<file path="src/logic/ddr2_init_pkg.sv">
// Shared constants for the DDR2 mode-register and command decode block.
// Assumes a 14-bit address bus (x4/x8 part), four banks, APB register port.
package ddr2_init_pkg;
	localparam int ADDR_W = 14;
	localparam int COL_W = 10;
	// Main mode register fields
	localparam int MR_BL_LSB = 0;
	localparam int MR_BT_BIT = 3;
	localparam int MR_CL_LSB = 4;
	localparam int MR_TM_BIT = 7;
	localparam int MR_DLL_RST_BIT = 8;
	localparam int MR_WR_LSB = 9;
	localparam logic [2:0] BL_EIGHT = 3'h3;
	// First extended register fields
	localparam int E1_DLL_DIS_BIT = 0;
	localparam int E1_HALF_DRV_BIT = 1;
	localparam int E1_ODT_LO_BIT = 2;
	localparam int E1_AL_LSB = 3;
	localparam int E1_ODT_HI_BIT = 6;
	localparam int E1_CAL_LSB = 7;
	localparam int E1_DQSN_DIS_BIT = 10;
	localparam int E1_READ_ONLY_STROBE_EN_BIT = 11;
	localparam int E1_QOFF_BIT = 12;
	// Address bit that means auto-precharge or precharge-all
	localparam int AP_BIT = 10;
	// Link clocks from the DLL reset to a safe read
	localparam logic [7:0] DLL_LOCK_CYCLES = 8'hC8;
	// Command code is {ras_n, cas_n, we_n} with cs_n low
	typedef enum logic [2:0] {
		CMD_MODE = 3'b000,
		CMD_REFRESH = 3'b001,
		CMD_PRECHARGE = 3'b010,
		CMD_ACTIVATE = 3'b011,
		CMD_WRITE = 3'b100,
		CMD_READ = 3'b101,
		CMD_TERMINATE = 3'b110,
		CMD_NOP = 3'b111
	} cmd_t;
	typedef enum logic [1:0] {
		DLL_OFF = 2'b00,
		DLL_LOCKING = 2'b01,
		DLL_LOCKED = 2'b10
	} dll_state_t;
	// APB byte offsets
	localparam logic [11:0] OFS_CONTROL = 12'h000;
	localparam logic [11:0] OFS_STATUS = 12'h004;
	localparam logic [11:0] OFS_MR = 12'h008;
	localparam logic [11:0] OFS_EMR1 = 12'h00C;
	localparam logic [11:0] OFS_EMR2 = 12'h010;
	localparam logic [11:0] OFS_EMR3 = 12'h014;
	localparam logic [11:0] OFS_ERRORS = 12'h018;
	localparam int CTRL_DECODE_BIT = 0;
	localparam int CTRL_CLR_ERR_BIT = 1;
	localparam logic CONTROL_RESET = 1'b1;
	localparam int ST_WRITTEN_LSB = 0;
	localparam int ST_DLL_LSB = 4;
	localparam int ST_OPEN_LSB = 8;
	localparam int ST_READ_ONLY_STROBE_BIT = 12;
endpackage

</file>
<file path="src/logic/row_store.sv">
// Open-row memory: one row address per bank, registered read data.
// Assumes writes and reads come from logic on the same clock.
`timescale 1ns/1ns
module row_store (
	input wire logic clk,
	input wire logic rst,
	input wire logic wr_en,
	input wire logic [1:0] wr_bank,
	input wire logic [ddr2_init_pkg::ADDR_W-1:0] wr_row,
	input wire logic [1:0] rd_bank,
	output logic [ddr2_init_pkg::ADDR_W-1:0] rd_row
);
	logic [ddr2_init_pkg::ADDR_W-1:0] rows [0:3];

	// Array holds no reset; only the output register does
	always_ff @(posedge clk) begin
		if (wr_en) begin
			rows[wr_bank] <= wr_row;
		end
	end

	// Read data always comes from a register
	always_ff @(posedge clk or posedge rst) begin
		if (rst) begin
			rd_row <= '0;
		end else begin
			rd_row <= rows[rd_bank];
		end
	end
endmodule // row_store

</file>
<file path="src/logic/ddr2_mode_device.sv">
// Device-side command decoder: mode registers, bank state, access capture.
// Assumes link pins are asynchronous to clk and ck is slower than clk / 4.
`timescale 1ns/1ns
// How it works
// - Activate opens the bank given by two bank bits with a 14-bit row.
// - Read/write address gives start column; A10 requests auto-precharge.
// - Both bank bits decode which mode register a mode set writes.
// - Mode writes and DLL reset leave stored rows and data untouched.
// - All-low command with bank bits zero writes main mode register.
// - Main register: burst length A0-A2, type A3, read latency A4-A6.
// - A7 test mode, A8 DLL reset, A9-A11 write recovery.
// - First extended: DLL, drive, latency, calibration, strobe fields.
// - Termination setting comes from A2 and A6 of first extended.
// - Read strobe enabled disables write mask, strobe used on reads only.
module ddr2_mode_device (
	input wire logic clk,
	input wire logic rst,
	input wire logic [11:0] paddr,
	input wire logic psel,
	input wire logic penable,
	input wire logic pwrite,
	input wire logic [31:0] pwdata,
	output logic [31:0] prdata,
	output logic pready,
	output logic pslverr,
	input wire logic ck,
	input wire logic cke,
	input wire logic cs_n,
	input wire logic ras_n,
	input wire logic cas_n,
	input wire logic we_n,
	input wire logic bank_select_low,
	input wire logic bank_select_high,
	input wire logic bank_select_reserved,
	input wire logic [13:0] addr,
	input wire logic die_termination_control,
	output logic termination_on,
	output logic write_byte_mask_on,
	output logic dll_ready,
	output logic [13:0] mode_reg,
	output logic [13:0] first_extended_register,
	output logic [13:0] second_extended_register,
	output logic [13:0] third_extended_register,
	output logic access_valid,
	output logic access_write,
	output logic [1:0] access_bank,
	output logic [13:0] access_row,
	output logic [9:0] access_column,
	output logic access_auto_precharge,
	output logic command_error
);
	localparam int PIN_W = 24;
	localparam int COL_W_END = ddr2_init_pkg::COL_W - 1;

	logic [PIN_W-1:0] pin_s1;
	logic [PIN_W-1:0] pin_s2;
	logic ck_s3;
	logic ck_rise;
	logic s_cke, s_cs_n, s_ras_n, s_cas_n, s_we_n;
	logic s_bank_select_reserved, s_odt;
	logic [1:0] s_bank;
	logic [13:0] s_addr;
	ddr2_init_pkg::cmd_t cmd;
	logic cmd_take;

	logic control_decode;
	logic next_control_decode;
	logic [31:0] next_prdata;
	logic next_pready, next_pslverr;
	logic clear_errors;
	logic [31:0] status_word;

	logic [3:0] bank_open, next_bank_open;
	logic [3:0] mode_written, next_mode_written;
	logic [13:0] next_mode_reg, next_first_ext;
	logic [13:0] next_second_ext, next_third_ext;
	logic [15:0] error_count, next_error_count;
	logic next_error;
	logic next_access_write, next_access_ap;
	logic [1:0] next_access_bank;
	logic [9:0] next_access_column;
	logic access_pending, next_access_pending;
	logic row_wr_en;
	logic dll_restart, dll_stop;
	logic [13:0] stored_row;

	ddr2_init_pkg::dll_state_t dll_state, next_dll_state;
	logic [7:0] dll_count, next_dll_count;
	logic next_dll_ready, next_termination_on, next_mask_on;

	// Every link pin crosses through two flops; stage two is decoded, and ck also from a third flop for the edge
	always_ff @(posedge clk or posedge rst) begin
		if (rst) begin
			pin_s1 <= '0;
			pin_s2 <= '0;
			ck_s3 <= 1'b0;
		end else begin
			pin_s1 <= {ck, cke, cs_n, ras_n, cas_n, we_n,
				bank_select_reserved, bank_select_high,
				bank_select_low, addr, die_termination_control};
			pin_s2 <= pin_s1;
			ck_s3 <= pin_s2[23];
		end
	end

	// Unpack synchronised pins; ck rising edge marks a command slot
	assign ck_rise = pin_s2[23] & ~ck_s3;
	assign s_cke = pin_s2[22];
	assign s_cs_n = pin_s2[21];
	assign s_ras_n = pin_s2[20];
	assign s_cas_n = pin_s2[19];
	assign s_we_n = pin_s2[18];
	assign s_bank_select_reserved = pin_s2[17];
	assign s_bank = pin_s2[16:15];
	assign s_addr = pin_s2[14:1];
	assign s_odt = pin_s2[0];
	assign cmd = ddr2_init_pkg::cmd_t'({s_ras_n, s_cas_n, s_we_n});
	// Commands count only with clock enable high and the decoder on
	assign cmd_take = ck_rise & s_cke & ~s_cs_n & control_decode;

	// Status view of the block's own state
	always_comb begin
		status_word = '0;
		status_word[ddr2_init_pkg::ST_WRITTEN_LSB +: 4] = mode_written;
		status_word[ddr2_init_pkg::ST_DLL_LSB +: 2] = dll_state;
		status_word[ddr2_init_pkg::ST_OPEN_LSB +: 4] = bank_open;
		status_word[ddr2_init_pkg::ST_READ_ONLY_STROBE_BIT] =
			first_extended_register[ddr2_init_pkg::E1_READ_ONLY_STROBE_EN_BIT];
	end

	// APB slave: no wait states, ready and data both registered
	always_comb begin
		next_pready = psel & ~penable;
		next_pslverr = 1'b0;
		next_prdata = '0;
		next_control_decode = control_decode;
		clear_errors = 1'b0;
		case (paddr)
			ddr2_init_pkg::OFS_CONTROL: begin
				next_prdata[ddr2_init_pkg::CTRL_DECODE_BIT] = control_decode;
			end
			ddr2_init_pkg::OFS_STATUS: next_prdata = status_word;
			ddr2_init_pkg::OFS_MR: next_prdata = {18'h0, mode_reg};
			ddr2_init_pkg::OFS_EMR1: begin
				next_prdata = {18'h0, first_extended_register};
			end
			ddr2_init_pkg::OFS_EMR2: begin
				next_prdata = {18'h0, second_extended_register};
			end
			ddr2_init_pkg::OFS_EMR3: begin
				next_prdata = {18'h0, third_extended_register};
			end
			ddr2_init_pkg::OFS_ERRORS: next_prdata = {16'h0, error_count};
			default: next_pslverr = psel & ~penable;
		endcase
		if (!next_pready) begin
			next_prdata = '0;
		end
		// A write lands only at the access edge that sees pready
		if (psel && penable && pready && pwrite && !pslverr &&
			paddr == ddr2_init_pkg::OFS_CONTROL) begin
			next_control_decode = pwdata[ddr2_init_pkg::CTRL_DECODE_BIT];
			clear_errors = pwdata[ddr2_init_pkg::CTRL_CLR_ERR_BIT];
		end
	end

	always_ff @(posedge clk or posedge rst) begin
		if (rst) begin
			prdata <= '0;
			pready <= 1'b0;
			pslverr <= 1'b0;
			control_decode <= ddr2_init_pkg::CONTROL_RESET;
		end else begin
			prdata <= next_prdata;
			pready <= next_pready;
			pslverr <= next_pslverr;
			control_decode <= next_control_decode;
		end
	end

	// Command decode; a protocol slip is flagged and the command dropped
	always_comb begin
		next_bank_open = bank_open;
		next_mode_written = mode_written;
		next_mode_reg = mode_reg;
		next_first_ext = first_extended_register;
		next_second_ext = second_extended_register;
		next_third_ext = third_extended_register;
		next_error = 1'b0;
		next_access_pending = 1'b0;
		next_access_write = access_write;
		next_access_bank = access_bank;
		next_access_column = access_column;
		next_access_ap = access_auto_precharge;
		row_wr_en = 1'b0;
		dll_restart = 1'b0;
		dll_stop = 1'b0;
		if (cmd_take) begin
			case (cmd)
				ddr2_init_pkg::CMD_MODE: begin
					// Open banks make a mode set illegal; rows are kept
					if (bank_open != 4'h0 || s_bank_select_reserved) begin
						next_error = 1'b1;
					end else begin
						next_mode_written[s_bank] = 1'b1;
						case (s_bank)
							2'h0: begin
								next_mode_reg = s_addr;
								dll_restart =
									s_addr[ddr2_init_pkg::MR_DLL_RST_BIT];
							end
							2'h1: begin
								next_first_ext = s_addr;
								dll_stop =
									s_addr[ddr2_init_pkg::E1_DLL_DIS_BIT];
							end
							2'h2: next_second_ext = s_addr;
							default: next_third_ext = s_addr;
						endcase
					end
				end
				ddr2_init_pkg::CMD_ACTIVATE: begin
					// Bank bits pick the bank; full address is the row
					if (bank_open[s_bank]) begin
						next_error = 1'b1;
					end else begin
						next_bank_open[s_bank] = 1'b1;
						row_wr_en = 1'b1;
					end
				end
				ddr2_init_pkg::CMD_READ, ddr2_init_pkg::CMD_WRITE: begin
					// Closed bank, or a read before lock, is refused
					if (!bank_open[s_bank] ||
						(cmd == ddr2_init_pkg::CMD_READ &&
						dll_state != ddr2_init_pkg::DLL_LOCKED)) begin
						next_error = 1'b1;
					end else begin
						next_access_pending = 1'b1;
						next_access_write = (cmd == ddr2_init_pkg::CMD_WRITE);
						next_access_bank = s_bank;
						next_access_column = s_addr[COL_W_END:0];
						next_access_ap = s_addr[ddr2_init_pkg::AP_BIT];
						// Bank closes now; burst timing is outside this block
						if (s_addr[ddr2_init_pkg::AP_BIT]) begin
							next_bank_open[s_bank] = 1'b0;
						end
					end
				end
				ddr2_init_pkg::CMD_PRECHARGE: begin
					if (s_addr[ddr2_init_pkg::AP_BIT]) begin
						next_bank_open = 4'h0;
					end else begin
						next_bank_open[s_bank] = 1'b0;
					end
				end
				ddr2_init_pkg::CMD_REFRESH: begin
					next_error = (bank_open != 4'h0);
				end
				default: ;
			endcase
		end
		// A new error wins over a clear in the same cycle
		next_error_count = clear_errors ? 16'h0 : error_count;
		if (next_error && next_error_count != 16'hFFFF) begin
			next_error_count = next_error_count + 16'h1;
		end
	end

	always_ff @(posedge clk or posedge rst) begin
		if (rst) begin
			bank_open <= 4'h0;
			mode_written <= 4'h0;
			mode_reg <= '0;
			first_extended_register <= '0;
			second_extended_register <= '0;
			third_extended_register <= '0;
			error_count <= 16'h0;
			command_error <= 1'b0;
			access_pending <= 1'b0;
			access_valid <= 1'b0;
			access_write <= 1'b0;
			access_bank <= 2'h0;
			access_column <= '0;
			access_auto_precharge <= 1'b0;
			access_row <= '0;
		end else begin
			bank_open <= next_bank_open;
			mode_written <= next_mode_written;
			mode_reg <= next_mode_reg;
			first_extended_register <= next_first_ext;
			second_extended_register <= next_second_ext;
			third_extended_register <= next_third_ext;
			error_count <= next_error_count;
			command_error <= next_error;
			access_pending <= next_access_pending;
			access_valid <= access_pending;
			access_write <= next_access_write;
			access_bank <= next_access_bank;
			access_column <= next_access_column;
			access_auto_precharge <= next_access_ap;
			access_row <= stored_row;
		end
	end

	// Row per bank; read port follows the bank of the current command
	row_store u_rows (
		.clk(clk),
		.rst(rst),
		.wr_en(row_wr_en),
		.wr_bank(s_bank),
		.wr_row(s_addr),
		.rd_bank(s_bank),
		.rd_row(stored_row)
	);

	// DLL lock timer counts link clock edges after each DLL reset
	always_comb begin
		next_dll_state = dll_state;
		next_dll_count = dll_count;
		case (dll_state)
			ddr2_init_pkg::DLL_OFF: ;
			ddr2_init_pkg::DLL_LOCKING: begin
				if (ck_rise) begin
					next_dll_count = dll_count + 8'h1;
					if (next_dll_count == ddr2_init_pkg::DLL_LOCK_CYCLES) begin
						next_dll_state = ddr2_init_pkg::DLL_LOCKED;
					end
				end
			end
			ddr2_init_pkg::DLL_LOCKED: ;
			default: next_dll_state = ddr2_init_pkg::DLL_OFF;
		endcase
		// Disable beats a restart; DLL reset needs DLL enabled
		if (dll_stop) begin
			next_dll_state = ddr2_init_pkg::DLL_OFF;
		end else if (dll_restart &&
			!first_extended_register[ddr2_init_pkg::E1_DLL_DIS_BIT]) begin
			next_dll_state = ddr2_init_pkg::DLL_LOCKING;
			next_dll_count = 8'h0;
		end
		next_dll_ready = (next_dll_state == ddr2_init_pkg::DLL_LOCKED);
		// Termination applies only when a setting is programmed
		next_termination_on = s_odt &
			(first_extended_register[ddr2_init_pkg::E1_ODT_HI_BIT] |
			first_extended_register[ddr2_init_pkg::E1_ODT_LO_BIT]);
		// Read strobe takes the mask pin over
		next_mask_on =
			~first_extended_register[ddr2_init_pkg::E1_READ_ONLY_STROBE_EN_BIT];
	end

	always_ff @(posedge clk or posedge rst) begin
		if (rst) begin
			dll_state <= ddr2_init_pkg::DLL_OFF;
			dll_count <= 8'h0;
			dll_ready <= 1'b0;
			termination_on <= 1'b0;
			write_byte_mask_on <= 1'b1;
		end else begin
			dll_state <= next_dll_state;
			dll_count <= next_dll_count;
			dll_ready <= next_dll_ready;
			termination_on <= next_termination_on;
			write_byte_mask_on <= next_mask_on;
		end
	end
endmodule // ddr2_mode_device

</file>
<file path="config.mk">
export PLATFORM = sky130hd
export DESIGN_NAME = ddr2_mode_device
export DESIGN_NICKNAME = d
export VERILOG_FILES = /design/src/logic/ddr2_init_pkg.sv /design/src/logic/row_store.sv /design/src/logic/ddr2_mode_device.sv
export SDC_FILE = /design/constraint.sdc
export NUM_CORES = 1
export LEC_CHECK = 0
export BUFFER_PORTS_ARGS = -buffer_cell sky130_fd_sc_hd__buf_2
export CAP_MARGIN = 20
export CORE_MARGIN = 3
export CORE_UTILIZATION = 50
export DETAILED_ROUTE_END_ITERATION = 10
export PLACE_DENSITY = 0.78
export SLEW_MARGIN = 20
export SYNTH_ARGS = -nofsm -noshare
export SYNTH_HDL_FRONTEND = slang
export SYNTH_SLANG_ARGS = --single-unit
</file>
<file path="constraint.sdc">
create_clock -name clk -period 12.9 [get_ports clk]
set_clock_uncertainty 0.15 [all_clocks]
set_input_delay 0.645 -clock clk [delete_from_list [all_inputs] [get_ports clk]]
set_output_delay 0.645 -clock clk [all_outputs]
set_load 0.1 [all_outputs]
</file>
==> results of run 1 <==
[cell families (layout without fill, tap and decap cells)]
group,Yosys count,after routing,synth area share (%)
AOI/OAI and AO/OA,82,82,5.31
xor gates and xnor gates,9,9,0.774
adders and majority gates,3,3,0.369
buffers and inverters,57,217,2.85
DFF,262,262,67.1
muxes,117,117,14.3
other,1,16,0.0368
and+or+nand+nor,173,173,9.19
[layout by cell type, fill, tap and decap left out, types with 6 or more instances in the layout]
cell,instances
o21ai_0,26
and2_1,6
nor2_1,49
mux2_2,71
nand2_1,31
edfxtp_1,56
mux2i_1,30
clkbuf_16,30
nand3_1,9
a221oi_1,10
nand2b_1,11
mux4_2,16
nor2b_1,6
a21oi_1,18
inv_1,10
buf_4,9
o31ai_1,11
xor2_1,7
conb_1,16
buf_2,149
dfrtp_1,204
clkbuf_8,7
or4_1,15
nand4_1,11
[power breakdown]
| group | internal, mW | total [mW] | switching [mW] |
|---|---|---|---|
| combinational | 0.0156 | 0.0823 | 0.0667 |
| sequential | 0.859 | 0.871 | 0.0121 |
| clock | 0.498 | 0.809 | 0.311 |
| total | 1.37 | 1.76 | 0.390 |
[worst max path at each step]
stage                                         to  cells after the start
3_5_place_dp           error_count[11]$_DFF_PP0_                     10
4_1_cts                      dll_ready$_DFF_PP0_                      4
3_3_place_gp           error_count[11]$_DFF_PP0_                     10
6_report                     dll_ready$_DFF_PP0_                      4
5_1_grt                error_count[11]$_DFF_PP0_                     10
2_1_floorplan  access_auto_precharge$_DFFE_PP0P_                      1
[final cells by class]
class	count	area, um^2
fillers	1473	7620
flip-flops and latches	262	6840
multi-input cells	400	3120
clock buffers	39	855
repair buffers	158	813
well taps	265	332
clock inverters	9	98.8
inverters	11	48.8
[routing by layer]
metal  track usage [%]  vias up
li1                  -     2835
met1              28.8     3160
met2              32.7      264
met3              4.41       48
met4              6.50        0
met5                 0        -
[worst max-delay path, cell delays in order (launching register included)]
cell      delay, ns
dfrtp_1        0.74
or2_2          0.49
or4_1          0.97
nor3b_2        0.72
a211oi_1       0.15
[stage by stage]
step	hold slack [ns]	setup slack [ns]
after floorplan	0.181	6.48
after global placement	0.182	9.14
after detailed placement	0.185	9.04
after CTS	0.0486	9.47
after global routing	0.0417	9.33
final	0.0689	9.50
==> flow_summary.json, run 1 <==
{
  "syn_inst": 704,
  "p_leak_nw": 5.63,
  "dieArea_um2": 22100,
  "insertion_delay_ns": 0.53,
  "min_path_cells": 1,
  "synth_area_um2": 10200,
  "outcome": "finished clean",
  "total_power_mw": 1.76,
  "r2r_end": "dll_ready$_DFF_PP0_",
  "numClockSinks": 262,
  "dr_wl_met2_um": 10500,
  "ctsResizeCount": 0,
  "setup_violations": 0,
  "via_per_inst": 5.51,
  "ant_nets": 0,
  "seq_area_frac_synth_pct": 67.1,
  "groute.usage.overall_pct": 20.5,
  "postPlaceCellArea_um2": 11100,
  "cts_inserted_buffers": 26,
  "final_cells": 1144,
  "grt-ovfl-total": 0,
  "critPathLaunchType": "register",
  "clkTransAtPathRegs_ns": 0.06,
  "gp_congestion": 0.837,
  "die_w_um": 149,
  "crit_required_ns": 13.11,
  "dp_hpwl_um": 14900,
  "top_regs": "u_rows.rows: 56 flops, pin_s1: 24 flops, pin_s2: 24 flops",
  "largest_reg_flops": 56,
  "synth_area_leaders": "dfrtp_1 (50%), edfxtp_1 (17%), mux2_2 (7.8%), mux4_2 (3.5%), mux2i_1 (2.9%)",
  "dp_cells": 1096,
  "cap_violations": 0,
  "final_nets": 935,
  "min_delay_worst_endpoint": "pin_s1[21]$_DFF_PP0_",
  "synth_common_cells": "dfrtp_1 (204), mux2_2 (71), edfxtp_1 (56)",
  "synth_warnings": 0,
  "avgSynthCellArea_um2": 14.5,
  "synth_edf_count": 56,
  "topRoutingLayerUsed": "met4",
  "cts_buffer_depth": 3,
  "post-route-period-util_pct": 26.4,
  "cts_max_level": 1,
  "peakVddDrop_mv": 0.0969,
  "synth_top_cell_area_share_pct": 50.1,
  "min_period_ns": 3.40,
  "routed_wl_um": 22600,
  "path_max_fanout": 24,
  "rsz0062_at_grt": "no",
  "setup.worst_path.class": "reg -> reg",
  "synth_top_cell_by_area": "dfrtp_1",
  "finalSetupTns_ns": 0,
  "initial_core_util_pct": 51.7,
  "drt-met1-wl_um": 9600,
  "ys_ff_latch": 262,
  "relSlewSlack_pct": 29.0,
  "r2r-start": "pin_s2[16]$_DFF_PP0_",
  "first_iter_violations": 407,
  "yosysMostFrequentCell": "dfrtp_1",
  "grt_max_degree": 137,
  "wl_met3_um": 1840,
  "tightest_slew_ns": 1.06,
  "rrSetupSlack_ns": 9.50,
  "cts_tree": "built",
  "final-max-slew-violation-count": 0,
  "grt_pass1_vias": 6261,
  "postCtsSetupBuffers": 0,
  "cts-hold-fix-buffers": 0,
  "power_density_nw_per_um2": 146,
  "regMostFlops": "u_rows.rows",
  "worstHoldStart": "cs_n",
  "yosysUniqueCellTypes": 55,
  "fp.dieH_um": 149,
  "post-route-drc-count": 0,
  "wl_per_cell_um": 19.7,
  "worstSetupEndpointType": "register",
  "vias": 6307,
  "synthFlopType": "dfrtp_1",
  "async_reset_ff_share_pct": 78.6,
  "grt_pass1_wl_um": 35000,
  "firstDrtPassIters": 4,
  "coreArea_um2": 19700,
  "fmax_mhz": 294,
  "crit_start": "pin_s2[16]$_DFF_PP0_",
  "final_area_um2": 12100,
  "arrival_ns": 3.61,
  "diodes": 0,
  "antenna_found_initial": 0,
  "io_pins": 196,
  "rows": 51,
  "area_growth_pct": 18.8,
  "reg2regPathDepth": 4,
  "ctsRootBufferMaster": "clkbuf_16",
  "portBuffers": 149,
  "fin_util_pct": 61.4,
  "drive_gt1_share_pct": 34.7,
  "hold_viol": 0,
  "hp-class": "in -> reg"
}
No activity file was read; power rests on OpenSTA's default activity.
==> inputs of run 2 (changes only) <==
clock period = 3.2 ns   (was 12.9 ns; I/O delays follow)
==> flow_summary.json, run 2 (synthesis gave the netlist of run 1 again) <==
{
  "outcome": "finished clean",
  "top_regs": "u_rows.rows: 56 flops, pin_s1: 24 flops, pin_s2: 24 flops",
  "final-max-slew-violation-count": 0,
  "place_ws_ns": 0.122,
  "final_common_cell": "dfrtp_1",
  "final_nets": 984,
  "dp_cells": 1115,
  "crit_start": "paddr[4]",
  "grt_max_degree": 47,
  "cts_tree": "built",
  "grt-ovfl-total": 0,
  "cts_buffer_depth": 3,
  "total_power_mw": 6.92,
  "dp_hpwl_um": 15700,
  "fmax_mhz": 338,
  "reg2regPathDepth": 10,
  "arrival_ns": 3.25,
  "antenna_found_initial": 0,
  "rsz0062_at_grt": "no",
  "hold_viol": 0,
  "rows": 51,
  "via_per_inst": 5.44,
  "peakVddDrop_mv": 0.473,
  "largest_reg_flops": 56,
  "gp_congestion": 0.851,
  "rrSetupSlack_ns": 0.41,
  "critPathCapture": "error_count[11]$_DFF_PP0_",
  "grt_pass1_vias": 6483,
  "setup.worst_path.class": "in -> reg",
  "wl_per_cell_um": 19.5,
  "portBuffers": 149,
  "ant_nets": 0,
  "p_leak_nw": 5.81,
  "path_max_fanout": 8,
  "diodes": 0,
  "power_density_nw_per_um2": 554,
  "area_growth_pct": 22.7,
  "final_cells": 1192,
  "groute.usage.overall_pct": 21.1,
  "relSlewSlack_pct": 54.1,
  "initial_core_util_pct": 51.7,
  "ctsRootBufferMaster": "clkbuf_16",
  "r2r-start": "pready$_DFF_PP0_",
  "drive_gt1_share_pct": 34.6,
  "tightest_slew_ns": 0.686,
  "cts_inserted_buffers": 26,
  "multi_input_area_um2": 3120,
  "r2r_end": "error_count[1]$_DFF_PP0_",
  "insertion_delay_ns": 0.52,
  "regArea_um2": 6840,
  "die_w_um": 149,
  "setup_ws_ns": 0.241,
  "io_pins": 196,
  "nFillCells": 1456,
  "post-route-drc-count": 0,
  "dieArea_um2": 22100,
  "crit_required_ns": 3.49,
  "first_iter_violations": 334,
  "grt_pass1_wl_um": 36200,
  "routed_wl_um": 23300,
  "cap_violations": 0,
  "critPathLaunchType": "primary input",
  "clkTransAtPathRegs_ns": 0.06,
  "hold_slack_ns": 0.00437,
  "min_period_ns": 2.96,
  "hp-class": "in -> async",
  "firstDrtPassIters": 4,
  "setup_violations": 0,
  "numClockSinks": 262,
  "layout.cells.most_common_list": "dfrtp_1 (203), buf_2 (149), mux2_2 (71)",
  "vias": 6482,
  "regMostFlops": "u_rows.rows",
  "worstSetupEndpointType": "register",
  "post-route-period-util_pct": 92.5,
  "fp.dieH_um": 149,
  "coreArea_um2": 19700,
  "cts_max_level": 1
}
==> run 2: cell types whose count changed in the layout (fill, tap and decap cells not counted), sizes merged <==
cell         before  now
dlygate4sd3       0   28
bufinv            2    1
clkbuf           39   44
inv              12   10
buf             158  178
clkinv            5    3
==> run 2: stage by stage <==
stage               utilization [%]  cell area, um^2  setup TNS [ns]
detailed placement             57.4            11300               0
CTS                            63.2            12500               0
global route                   63.4            12500               0
floorplan                         -            10200        -0.00814
finish                         63.4            12500               0
global placement               57.4            11300               0
==> run 2: routing by layer <==
metal	track usage (%)	up-vias	routed length, um
met5	0	-	0
met4	6.32	0	712
met3	4.50	51	1670
met2	34.5	249	11100
met1	28.8	3245	9800
li1	-	2937	-
==> run 2: area by class of cell <==
cell class / count / share of cell area, %
Inverter: 11 / 0.361
Multi-Input combinational cell: 400 / 25.0
Tap cell: 265 / 2.65
Clock buffer: 43 / 6.61
Sequential cell: 262 / 54.8
Timing Repair Buffer: 207 / 10.3
Clock inverter: 4 / 0.361
==> run 2: report_power, final <==
group          internal [mW]  leakage (nW)  total (mW)  switching [mW]
registers               3.46          3.17        3.51          0.0476
clock network           1.83         0.432        3.04            1.21
logic                 0.0989          2.21       0.378           0.279
total                   5.39          5.81        6.92            1.53
==> run 2: worst max-delay path, cell delays in order <==
cell	delay, ns
dlygate4sd3_1	0.54
buf_2	0.17
or3b_2	0.46
nor4_2	0.21
nand2_1	0.12
and2_1	0.21
ha_1	0.20
nand3_1	0.18
o211ai_1	0.27
or4_1	0.54
a21oi_1	0.18
==> run 2: what timing repair did <==
item,in CTS,in global routing
endpoints found under the setup margin,0,3
hold buffers,28,0
endpoints found under the hold margin,64,0
gates resized for setup,0,1
setup buffers,0,0
==> run 2: worst min path at each step <==
stage,from,end,depth (start not counted)
4_1_cts,paddr[3],pslverr$_DFF_PP0_,4
6_report,rst,pin_s1[2]$_DFF_PP0_,3
5_1_grt,rst,pin_s1[2]$_DFF_PP0_,3
2_1_floorplan,die_termination_control,pin_s1[0]$_DFF_PP0_,0
3_3_place_gp,addr[6],pin_s1[7]$_DFF_PP0_,1
3_5_place_dp,addr[0],pin_s1[1]$_DFF_PP0_,1
==> inputs of run 3 (changes only) <==
clock period = 2.9 ns   (was 3.2 ns; I/O delays follow)
==> flow_summary.json, run 3 (synthesis gave the netlist of run 1 again) <==
{
  "setup_ws_ns": 0.185,
  "portBuffers": 149,
  "dp_hpwl_um": 15300,
  "fmax_mhz": 368,
  "hp-class": "in -> reg",
  "initial_core_util_pct": 51.7,
  "first_iter_violations": 421,
  "cts_buffer_depth": 3,
  "via_per_inst": 5.46,
  "wl_per_cell_um": 19.4,
  "coreArea_um2": 19700,
  "die_w_um": 149,
  "layout.cells.most_common_list": "dfrtp_1 (202), buf_2 (149), mux2_2 (71)",
  "place_ws_ns": 0.0313,
  "dieArea_um2": 22100,
  "final_area_um2": 12600,
  "top_regs": "u_rows.rows: 56 flops, pin_s1: 24 flops, pin_s2: 24 flops",
  "cts_inserted_buffers": 27,
  "gp_congestion": 0.835,
  "drive_gt1_share_pct": 35.5,
  "antenna_found_initial": 0,
  "final_common_cell": "dfrtp_1",
  "cts_tree": "built",
  "min_period_ns": 2.71,
  "groute.usage.overall_pct": 21.2,
  "numClockSinks": 262,
  "largest_reg_flops": 56,
  "power_density_nw_per_um2": 616,
  "arrival_ns": 3.00,
  "outcome": "finished clean",
  "critPathLaunchType": "primary input",
  "relSlewSlack_pct": 42.6,
  "final-max-slew-violation-count": 0,
  "post-route-period-util_pct": 93.6,
  "rsz0062_at_grt": "no",
  "ant_nets": 0,
  "finalSetupTns_ns": 0,
  "insertion_delay_ns": 0.52,
  "grt-ovfl-total": 0,
  "ctsRootBufferMaster": "clkbuf_16",
  "diodes": 0,
  "rows": 51,
  "regMostFlops": "u_rows.rows",
  "grt_pass1_vias": 6743,
  "fp.dieH_um": 149,
  "firstDrtPassIters": 7,
  "io_pins": 196,
  "path_max_fanout": 6,
  "postPlaceCellArea_um2": 11300,
  "crit_required_ns": 3.19,
  "cap_violations": 0,
  "area_growth_pct": 23.3,
  "vias": 6530,
  "grt_max_degree": 154,
  "grt_pass1_wl_um": 36900,
  "worstSetupEndpointType": "register",
  "setup.worst_path.class": "in -> reg",
  "cts_max_level": 1,
  "post-route-drc-count": 0,
  "tightest_slew_ns": 0.861,
  "hold_viol": 0,
  "final_nets": 985,
  "p_leak_nw": 5.83,
  "routed_wl_um": 23200,
  "peakVddDrop_mv": 0.457,
  "setup_violations": 0,
  "clkTransAtPathRegs_ns": 0.06
}
==> run 3: changes by cell type in the layout (fill, tap and decap cells not counted), sizes merged <==
cell	change
clkbuf	-8
clkinv	+4
bufinv	+2
clkinvlp	+2
inv	+2
dlygate4sd3	+1
==> run 3: where the power goes <==
part	total, mW	leakage (nW)	internal, mW	switching [mW]
registers	3.87	3.17	3.82	0.0503
clock network	3.46	0.440	2.09	1.37
logic	0.407	2.22	0.0997	0.307
==> run 3: what timing repair did <==
action	in CTS	in global routing
gates resized for setup	0	9
buffers inserted	0	0
hold endpoints to repair	231	0
setup endpoints to repair	0	11
hold buffers	29	0
==> run 3: layout make-up <==
type,count,area (um^2)
Clock buffer,36,749
Fill cell,1420,7160
Multi-Input combinational cell,400,3170
Timing Repair Buffer,207,1270
Clock inverter,14,158
Inverter,11,45.0
Sequential cell,262,6840
Tap cell,265,332
==> run 3: stage by stage <==
step	utilization (%)	hold slack (ns)	total power, mW	instances
finish	63.7	0.0873	7.74	1195
global route	63.7	0.0965	8.02	1195
CTS	63.5	0.0650	7.81	1195
detailed placement	57.4	0.104	4.32	1116
global placement	57.4	0.103	4.31	1116
floorplan	-	0.0264	4.23	719
==> run 3: worst paths after layout <==
| path | endpoint | cells past startpoint | slack (ns) | start |
|---|---|---|---|---|
| max reg2reg | second_extended_register[5]$_DFFE_PP0P_ | 6 | 0.27 | pin_s2[20]$_DFF_PP0_ |
| min | pslverr$_DFF_PP0_ | 5 | 0.09 | paddr[6] |
| min in group asynchronous | access_column[3]$_DFFE_PP0P_ | 4 | 0.22 | rst |
| max | error_count[9]$_DFF_PP0_ | 12 | 0.19 | paddr[4] |
| max in group asynchronous | access_row[3]$_DFF_PP0_ | 4 | 1.68 | rst |
| min reg2reg | access_row[2]$_DFF_PP0_ | 0 | 0.19 | u_rows.rd_row[2]$_DFF_PP0_ |
==> run 3: worst max-delay path, cell delays in order <==
cell,delay [ns]
dlygate4sd3_1,0.54
buf_2,0.13
or3b_4,0.38
nor4_4,0.24
buf_4,0.15
nand2_1,0.09
and2_4,0.18
ha_2,0.19
nand3_2,0.11
o211ai_1,0.18
or4_1,0.46
a21oi_1,0.20
==> run 3: layer usage <==
layer	global-route usage (%)	up-vias	part of all wire, %
li1	-	2965	-
met1	29.4	3253	41
met2	33.7	253	47
met3	4.62	59	7.7
met4	7.46	0	3.7
met5	0	-	0
